[config.mk]
export PLATFORM = sky130hd
export DESIGN_NAME = iseb_top
export DESIGN_NICKNAME = d
export VERILOG_FILES = /design/src/iseb_pkg.sv /design/src/iseb_top.sv
export SDC_FILE = /design/constraint.sdc
export NUM_CORES = 1
export LEC_CHECK = 0
export ABC_CLOCK_PERIOD_IN_PS = 3800
export BUFFER_PORTS_ARGS = -buffer_cell sky130_fd_sc_hd__clkbuf_2
export CELL_PAD_IN_SITES_DETAIL_PLACEMENT = 1
export CELL_PAD_IN_SITES_GLOBAL_PLACEMENT = 1
export CORE_MARGIN = 2
export CORE_UTILIZATION = 47
export DETAILED_ROUTE_END_ITERATION = 7
export PLACE_DENSITY = 0.85
export SLEW_MARGIN = 15
export SYNTH_ARGS = -nofsm -noshare
export SYNTH_HDL_FRONTEND = slang
export SYNTH_SLANG_ARGS = --single-unit
[constraint.sdc]
create_clock -name mclk_i -period 3.8 [get_ports mclk_i]
set_input_delay 0.19 -clock mclk_i [delete_from_list [all_inputs] [get_ports mclk_i]]
set_output_delay 0.19 -clock mclk_i [all_outputs]
set_load 0.05 [all_outputs]
[src/iseb_pkg.sv]
// Package with register map, field positions and reset values of the interrupt source enable bank.
package iseb_pkg;

   // Register byte offsets within the system configuration space.
   localparam logic [15:0] MODE_PRIMARY_OFS = 16'hE200;
   localparam logic [15:0] MODE_SECONDARY_OFS = 16'hE204;
   localparam logic [15:0] ENABLE_PRIMARY_OFS = 16'hE208;
   localparam logic [15:0] ENABLE_SECONDARY_OFS = 16'hE20C;
   localparam logic [15:0] STATUS_PRIMARY_OFS = 16'hE210;
   localparam logic [15:0] STATUS_SECONDARY_OFS = 16'hE214;

   // Register selector codes.
   typedef enum logic [2:0] {
      ISEB_SEL_NONE,
      ISEB_SEL_MODE_PRI,
      ISEB_SEL_MODE_SEC,
      ISEB_SEL_EN_PRI,
      ISEB_SEL_EN_SEC,
      ISEB_SEL_STAT_PRI,
      ISEB_SEL_STAT_SEC
   } iseb_sel_type;

   // Reset values of all control registers.
   localparam logic [31:0] ENABLE_RESET = 32'h0000_0000;
   localparam logic [31:0] MODE_RESET = 32'h0000_0000;

   // Field positions of the primary enable register.
   localparam int WAN_TX_IRQ_EN = 30;
   localparam int WAN_RX_IRQ_EN = 29;
   localparam int WAN_TX_NOBUF_IRQ_EN = 28;
   localparam int WAN_RX_NOBUF_IRQ_EN = 27;
   localparam int WAN_TX_STOPPED_IRQ_EN = 26;
   localparam int WAN_RX_STOPPED_IRQ_EN = 25;
   localparam int BUS_ERROR_IRQ_EN = 24;
   localparam int WAN_WAKEUP_IRQ_EN = 19;
   localparam int LAN_WAKEUP_IRQ_EN = 18;
   localparam int LAN_TX_IRQ_EN = 17;
   localparam int LAN_RX_IRQ_EN = 16;
   localparam int LAN_TX_NOBUF_IRQ_EN = 15;
   localparam int LAN_RX_NOBUF_IRQ_EN = 14;
   localparam int LAN_TX_STOPPED_IRQ_EN = 13;
   localparam int LAN_RX_STOPPED_IRQ_EN = 12;
   localparam int USB_DEV_IRQ_EN = 10;
   localparam int USB_HOST_LEGACY_IRQ_EN = 9;
   localparam int USB_HOST_HS_IRQ_EN = 8;
   localparam int SD_HOST_IRQ_EN = 7;
   localparam int CRYPTO_ENGINE_IRQ_EN = 6;
   localparam int DRAM_ERROR_IRQ_EN = 4;

   // Field positions of the secondary enable register.
   localparam int UART_D_LINE_ERR_EN = 25;
   localparam int UART_D_RX_LEVEL_EN = 24;
   localparam int UART_D_TX_EMPTY_EN = 23;
   localparam int UART_C_LINE_ERR_EN = 22;
   localparam int UART_C_RX_LEVEL_EN = 21;
   localparam int UART_C_TX_EMPTY_EN = 20;
   localparam int UART_B_LINE_ERR_EN = 19;
   localparam int UART_B_RX_LEVEL_EN = 18;
   localparam int UART_B_TX_EMPTY_EN = 17;
   localparam int UART_A_MODEM_EN = 16;
   localparam int UART_A_LINE_ERR_EN = 15;
   localparam int UART_A_RX_LEVEL_EN = 14;
   localparam int UART_A_TX_EMPTY_EN = 13;
   localparam int MGMT_SERIAL_IRQ_EN = 12;
   localparam int SPI_IRQ_EN = 11;
   localparam int AUDIO_TX_IRQ_EN = 10;
   localparam int AUDIO_RX_IRQ_EN = 9;
   localparam int TWO_WIRE_IRQ_EN = 8;
   localparam int TIMER_B_IRQ_EN = 7;
   // Lowest secondary field; bits below it are further timer and external enables.
   localparam int SECONDARY_LOW_FIELDS = 7;

   // AHB transfer type bit that marks an active transfer.
   localparam int HTRANS_ACTIVE_BIT = 1;

endpackage

[src/iseb_top.sv]
// Interrupt source enable bank with AHB-Lite register access and fast and normal interrupt outputs.
//
// Implementation choice: the AHB-Lite slave port.
module iseb_top (
   // Clock and reset.
   input wire logic mclk_i,
   input wire logic reset_n_i,
   // AHB-Lite slave port.
   input wire logic hsel_i,
   input wire logic [31:0] haddr_i,
   input wire logic [1:0] htrans_i,
   input wire logic hwrite_i,
   input wire logic [2:0] hsize_i,
   input wire logic [31:0] hwdata_i,
   input wire logic hready_i,
   output logic [31:0] hrdata_o,
   output logic hreadyout_o,
   output logic hresp_o,
   // Pending status from the interrupt sources, laid out as the enable registers.
   input wire logic [31:0] src_status_primary_i,
   input wire logic [31:0] src_status_secondary_i,
   // Interrupt lines to the processor core.
   output logic fast_irq_line_o,
   output logic normal_irq_o
);

   // Decodes the low address half into a register selector.
   function automatic iseb_pkg::iseb_sel_type decode_sel(input logic [15:0] ofs);
      iseb_pkg::iseb_sel_type sel;
      sel = iseb_pkg::ISEB_SEL_NONE;
      if (ofs == iseb_pkg::MODE_PRIMARY_OFS) begin
         sel = iseb_pkg::ISEB_SEL_MODE_PRI;
      end else if (ofs == iseb_pkg::MODE_SECONDARY_OFS) begin
         sel = iseb_pkg::ISEB_SEL_MODE_SEC;
      end else if (ofs == iseb_pkg::ENABLE_PRIMARY_OFS) begin
         sel = iseb_pkg::ISEB_SEL_EN_PRI;
      end else if (ofs == iseb_pkg::ENABLE_SECONDARY_OFS) begin
         sel = iseb_pkg::ISEB_SEL_EN_SEC;
      end else if (ofs == iseb_pkg::STATUS_PRIMARY_OFS) begin
         sel = iseb_pkg::ISEB_SEL_STAT_PRI;
      end else if (ofs == iseb_pkg::STATUS_SECONDARY_OFS) begin
         sel = iseb_pkg::ISEB_SEL_STAT_SEC;
      end
      return sel;
   endfunction

   // Builds a one-hot bit from a field position.
   function automatic logic [31:0] field_bit(input int pos);
      logic [31:0] one;
      one = 32'h0000_0001;
      return one << pos;
   endfunction

   // Writable bits of the primary enable and mode registers; all others are reserved.
   logic [31:0] primary_mask;
   // Writable bits of the secondary enable and mode registers.
   logic [31:0] secondary_mask;

   // Control registers and bus state.
   logic [31:0] enable_primary;
   logic [31:0] enable_secondary;
   logic [31:0] mode_primary;
   logic [31:0] mode_secondary;
   logic wr_pending;
   iseb_pkg::iseb_sel_type wr_sel;

   // Next values and decode.
   logic [31:0] next_enable_primary;
   logic [31:0] next_enable_secondary;
   logic [31:0] next_mode_primary;
   logic [31:0] next_mode_secondary;
   logic [31:0] next_rdata;
   logic addr_valid;
   iseb_pkg::iseb_sel_type addr_sel;
   logic [31:0] pending_primary;
   logic [31:0] pending_secondary;
   logic next_fast;
   logic next_normal;

   // Primary mask from the WAN MAC fields.
   // WAN transmit, receive.
   wire logic [31:0] wan_fields = field_bit(iseb_pkg::WAN_TX_IRQ_EN) | field_bit(iseb_pkg::WAN_RX_IRQ_EN)
      | field_bit(iseb_pkg::WAN_TX_NOBUF_IRQ_EN) | field_bit(iseb_pkg::WAN_RX_NOBUF_IRQ_EN)
      | field_bit(iseb_pkg::WAN_TX_STOPPED_IRQ_EN) | field_bit(iseb_pkg::WAN_RX_STOPPED_IRQ_EN);

   // Primary mask from the bus error and wake-up fields.
   // Bus error response.
   wire logic [31:0] sys_fields = field_bit(iseb_pkg::BUS_ERROR_IRQ_EN)
      | field_bit(iseb_pkg::WAN_WAKEUP_IRQ_EN) | field_bit(iseb_pkg::LAN_WAKEUP_IRQ_EN);

   // Primary mask from the LAN MAC fields.
   // LAN transmit, receive.
   wire logic [31:0] lan_fields = field_bit(iseb_pkg::LAN_TX_IRQ_EN) | field_bit(iseb_pkg::LAN_RX_IRQ_EN)
      | field_bit(iseb_pkg::LAN_TX_NOBUF_IRQ_EN) | field_bit(iseb_pkg::LAN_RX_NOBUF_IRQ_EN)
      | field_bit(iseb_pkg::LAN_TX_STOPPED_IRQ_EN) | field_bit(iseb_pkg::LAN_RX_STOPPED_IRQ_EN);

   // Primary mask from the USB, storage, crypto and memory fields.
   // USB sources.
   wire logic [31:0] host_fields = field_bit(iseb_pkg::USB_DEV_IRQ_EN)
      | field_bit(iseb_pkg::USB_HOST_LEGACY_IRQ_EN) | field_bit(iseb_pkg::USB_HOST_HS_IRQ_EN)
      | field_bit(iseb_pkg::SD_HOST_IRQ_EN) | field_bit(iseb_pkg::CRYPTO_ENGINE_IRQ_EN)
      | field_bit(iseb_pkg::DRAM_ERROR_IRQ_EN);

   // Secondary mask from the UART fields.
   // Fourth UART error, level.
   wire logic [31:0] uart_fields = field_bit(iseb_pkg::UART_D_LINE_ERR_EN)
      | field_bit(iseb_pkg::UART_D_RX_LEVEL_EN) | field_bit(iseb_pkg::UART_D_TX_EMPTY_EN)
      | field_bit(iseb_pkg::UART_C_LINE_ERR_EN) | field_bit(iseb_pkg::UART_C_RX_LEVEL_EN)
      | field_bit(iseb_pkg::UART_C_TX_EMPTY_EN) | field_bit(iseb_pkg::UART_B_LINE_ERR_EN)
      | field_bit(iseb_pkg::UART_B_RX_LEVEL_EN) | field_bit(iseb_pkg::UART_B_TX_EMPTY_EN)
      | field_bit(iseb_pkg::UART_A_MODEM_EN) | field_bit(iseb_pkg::UART_A_LINE_ERR_EN)
      | field_bit(iseb_pkg::UART_A_RX_LEVEL_EN) | field_bit(iseb_pkg::UART_A_TX_EMPTY_EN);

   // Secondary mask from the remaining peripheral fields, timer and external enables below.
   // Management, SPI.
   wire logic [31:0] periph_fields = field_bit(iseb_pkg::MGMT_SERIAL_IRQ_EN) | field_bit(iseb_pkg::SPI_IRQ_EN)
      | field_bit(iseb_pkg::AUDIO_TX_IRQ_EN) | field_bit(iseb_pkg::AUDIO_RX_IRQ_EN)
      | field_bit(iseb_pkg::TWO_WIRE_IRQ_EN) | field_bit(iseb_pkg::TIMER_B_IRQ_EN)
      | (field_bit(iseb_pkg::SECONDARY_LOW_FIELDS) - 32'h0000_0001);

   // Final masks; bits 31 to 26 of the secondary register stay reserved.
   // Reserved secondary bits.
   assign primary_mask = wan_fields | sys_fields | lan_fields | host_fields;
   assign secondary_mask = uart_fields | periph_fields;

   // Address phase decode; a transfer counts only when the bus is ready.
   assign addr_valid = hsel_i & hready_i & htrans_i[iseb_pkg::HTRANS_ACTIVE_BIT];
   assign addr_sel = decode_sel(haddr_i[15:0]);

   // Data phase write; reserved bits are masked so they keep reading zero.
   // Reserved bits ignore writes.
   assign next_enable_primary = (wr_pending && wr_sel == iseb_pkg::ISEB_SEL_EN_PRI) ?
      (hwdata_i & primary_mask) : enable_primary;
   assign next_enable_secondary = (wr_pending && wr_sel == iseb_pkg::ISEB_SEL_EN_SEC) ?
      (hwdata_i & secondary_mask) : enable_secondary;
   assign next_mode_primary = (wr_pending && wr_sel == iseb_pkg::ISEB_SEL_MODE_PRI) ?
      (hwdata_i & primary_mask) : mode_primary;
   assign next_mode_secondary = (wr_pending && wr_sel == iseb_pkg::ISEB_SEL_MODE_SEC) ?
      (hwdata_i & secondary_mask) : mode_secondary;

   // Read data prepared in the address phase from the values that will stand next cycle.
   // Status reads only sample the sources and never clear them.
   // Status kept on read.
   assign next_rdata = (!addr_valid || hwrite_i) ? 32'h0000_0000 :
      (addr_sel == iseb_pkg::ISEB_SEL_EN_PRI) ? next_enable_primary :
      (addr_sel == iseb_pkg::ISEB_SEL_EN_SEC) ? next_enable_secondary :
      (addr_sel == iseb_pkg::ISEB_SEL_MODE_PRI) ? next_mode_primary :
      (addr_sel == iseb_pkg::ISEB_SEL_MODE_SEC) ? next_mode_secondary :
      (addr_sel == iseb_pkg::ISEB_SEL_STAT_PRI) ? src_status_primary_i :
      (addr_sel == iseb_pkg::ISEB_SEL_STAT_SEC) ? src_status_secondary_i : 32'h0000_0000;

   // Sources pass only through their enable bit.
   // Enable gating.
   assign pending_primary = src_status_primary_i & enable_primary;
   assign pending_secondary = src_status_secondary_i & enable_secondary;

   // Each pending source joins the fast line when its mode bit is set, else the normal line.
   // Mode routing.
   assign next_fast = |(pending_primary & mode_primary) | |(pending_secondary & mode_secondary);
   assign next_normal = |(pending_primary & ~mode_primary) | |(pending_secondary & ~mode_secondary);

   // Bus state: remembers a write address phase for its data phase.
   always_ff @(posedge mclk_i or negedge reset_n_i) begin
      if (!reset_n_i) begin
         wr_pending <= 1'b0;
         wr_sel <= iseb_pkg::ISEB_SEL_NONE;
      end else begin
         if (hready_i) begin
            wr_pending <= addr_valid & hwrite_i;
            wr_sel <= addr_sel;
         end
      end
   end

   // Control registers; all sources start disabled and routed to the normal line.
   // Reset to zero.
   always_ff @(posedge mclk_i or negedge reset_n_i) begin
      if (!reset_n_i) begin
         enable_primary <= iseb_pkg::ENABLE_RESET;
         enable_secondary <= iseb_pkg::ENABLE_RESET;
         mode_primary <= iseb_pkg::MODE_RESET;
         mode_secondary <= iseb_pkg::MODE_RESET;
      end else begin
         enable_primary <= next_enable_primary;
         enable_secondary <= next_enable_secondary;
         mode_primary <= next_mode_primary;
         mode_secondary <= next_mode_secondary;
      end
   end

   // Registered bus answer; the slave never inserts waits and always answers OKAY.
   always_ff @(posedge mclk_i or negedge reset_n_i) begin
      if (!reset_n_i) begin
         hrdata_o <= 32'h0000_0000;
         hreadyout_o <= 1'b1;
         hresp_o <= 1'b0;
      end else begin
         if (hready_i) begin
            hrdata_o <= next_rdata;
         end
         hreadyout_o <= 1'b1;
         hresp_o <= 1'b0;
      end
   end

   // Registered interrupt lines to the core.
   always_ff @(posedge mclk_i or negedge reset_n_i) begin
      if (!reset_n_i) begin
         fast_irq_line_o <= 1'b0;
         normal_irq_o <= 1'b0;
      end else begin
         fast_irq_line_o <= next_fast;
         normal_irq_o <= next_normal;
      end
   end

endmodule

==> impl_metrics.yaml <==
run_status:
  outcome: "complete, no violations"
synthesis:
  syn_area_sq_um: 9150
  ys_types: 62
  syn_avg_cell_area_sq_um: 10.0
  synth_edf_count: 0
  async_flop_share_pct: 100
  syn_inst: 913
  synth_nets: 1051
  ys_seq_area_share_pct: 45.4
  ys.flop_type: "dfrtp_1"
  ys_seq_elements: 166
  yosysWarnings: 0
power_and_ir_drop:
  p_leak_nw: 4.81
  worst_ir_drop_vdd_v: 0.000328
  p_total_w: 0.00452
  powerDensity_nw_per_um2: 418
route:
  dr_total_vias: 9130
  avgRoutedWirePerCell_microns: 28.8
  finalWirelength_microns: 38500
  drt-pass1-iter-count: 6
  drc: 0
  via_per_inst: 6.83
  ant_nets: 0
  drtIter0Drc: 1054
sta:
  relSlewSlack_pct: 31.3
  finClkSkew_ns: 0.0154
  setup_viol: 0
  tightest_slew_ns: 1.03
  finalHoldViolations: 0
  min_period_ns: 3.00
  finalMaxSlewViolations: 0
  hold_ws_ns: 0.00916
  rsz0062_at_grt: "false"
  fmax_mhz: 333
  tns_ns: 0
  period_share_pct: 78.9
clock_tree:
  clock_latency_ns: 0.44
  cts_buffer_depth: 2
  ctsResizeCount: 0
  clockRootBuffer: "clkbuf_16"
  cts.sinks: 166
  post_cts_buffers: 0
  clk_pin_slew_ns: 0.08
  cts_max_level: 4
  numCtsBuffers: 17
  cts_tree: "done"
critical_path:
  reg2reg_from: "wr_sel[2]"
  cp_max_fo: 19
  slowest_stage: "nand4bb_2"
  cp_cell_sequence: "nand4bb_2 > buf_4 > mux2_2 > o21ba_2 > a221oi_1 > o31ai_1"
  crit_path_start: "wr_sel[2]"
  critPathArrivalTime_ns: 3.30
  crit_family: "simple AND/OR/NAND/NOR gates"
  critical_path_class: "flop to flop"
  worstPathRequired_ns: 4.10
  reg2reg_slack_ns: 0.80
  max_stage_delay_ns: 0.94
  worst_setup_path_end_kind: "flop"
  path_buf_inv: 1
  critPathLaunchType: "flop"
global_routing:
  grt_pass1_vias: 9417
  grt_usage_pct: 37.8
  grt-ovfl-total: 0
  grt_pass1_wl_microns: 56900
  use_met1_pct: 46.8
  met2_usage_pct: 59.5
  antenna_found_initial: 0
  grt-busiest-layer: "met2"
  grt_max_degree: 102
  met3_usage_pct: 8.56
floorplan:
  die_y_microns: 144
  core_sq_um: 19300
  die_area_sq_um: 20600
  num_rows: 51
  initial_core_util_pct: 47.5
  pin_count: 174
  die_w_microns: 144
cells_and_area:
  n_fill_cell: 2215
  syn_to_final_growth_pct: 18.1
  final_nets: 1196
  final_area_sq_um: 10800
  mostFrequentLayoutCells: "dfrtp_1, clkbuf_2, nand2_1"
  drive_gt1_share_pct: 29.8
  instances_no_fill: 1336
  layout_commonest_cell: "dfrtp_1"
  n_antenna_cell: 0
min_path:
  hp-start: "hwdata_i[22]"
  min-delay-path-class: "primary input to flop"
place:
  dp.cells: 1303
  port_buffers: 150
  dpl_cell_area_sq_um: 10200
  gp_congestion: 0.951
  hpwl_microns: 25900
flow_run:
  drv_cap: 0
## per-stage QoR
step | setup WS [ns] | utilization (%)
2_1_floorplan | 1.95 | -
3_3_place_gp | 1.05 | 53.0
3_5_place_dp | 0.928 | 53.0
4_1_cts | 0.891 | 56.1
5_1_grt | 0.764 | 56.1
6_report | 0.801 | 56.1
## tightest hold or removal path: stages
cell and delay, ns:
clkbuf_2 0.09, nand2_1 0.05, nand2_1 0.08
## sequential cells by signal, summed over array words and instances, names as in the netlist
| register | flops |
|---|---|
| enable_primary | 32 |
| enable_secondary | 32 |
| hrdata_o | 32 |
| mode_primary | 32 |
| mode_secondary | 32 |
| wr_sel | 3 |
| fast_irq_line_o | 1 |
| normal_irq_o | 1 |
| wr_pending | 1 |
## power by group
| group | internal, W | switching [W] | leakage, nW |
|---|---|---|---|
| logic | 0.000258 | 0.000393 | 2.41 |
| registers | 0.00191 | 0.000159 | 2.12 |
| clock network | 0.000995 | 0.000805 | 0.278 |
## final timing paths
path / endpoint / cells past startpoint
max in group asynchronous: mode_primary[9] / 3
min reg2reg: hrdata_o[20] / 2
max reg2reg: hrdata_o[6] / 6
min: enable_secondary[22] / 3
min in group asynchronous: enable_primary[5] / 2
max: hrdata_o[6] / 6
## layout make-up
cell class	instances	area, sq um	share of cell area, %
Clock inverter	13	146	1.35
Multi-Input combinational cell	668	4660	43.1
Inverter	29	109	1.01
Clock buffer	19	443	4.10
Sequential cell	166	4150	38.4
Timing Repair Buffer	176	967	8.95
Tap cell	265	332	3.07
## logic make-up after synthesis
group | share of synthesized area [%]
other | 0.0821
flip-flops | 45.4
AND/OR/NAND/NOR | 21.7
AO/OA/AOI/OAI | 17.7
multiplexers | 11.1
buffers and inverters | 3.98
## metal layers
layer / vias to the layer above / share of wire (%)
met3: 192 / 11
met5: - / 0
li1: 3702 / -
met1: 4540 / 37
met4: 0 / 6.6
met2: 696 / 46
## synthesized netlist by cell type (18+ instances only)
| cell type | number | area share (%) |
|---|---|---|
| dfrtp_1 | 166 | 45 |
| clkbuf_1 | 22 | 0.90 |
| mux2_2 | 68 | 8.4 |
| buf_2 | 18 | 0.98 |
| a221oi_1 | 25 | 2.4 |
| nor2_1 | 40 | 1.6 |
| o21ai_0 | 29 | 1.6 |
| nand2_1 | 100 | 4.1 |
| inv_1 | 29 | 1.2 |
| and2_1 | 39 | 2.7 |
| nand3_1 | 73 | 4.0 |
| nand4_1 | 22 | 1.5 |
| o22ai_1 | 40 | 2.7 |
| nand2b_1 | 27 | 1.8 |
## what timing repair did
item	CTS	global route
setup endpoints to repair	0	0
hold buffers	1	0
hold endpoints to repair	100	0
No activity file was read; power rests on OpenSTA's default activity.
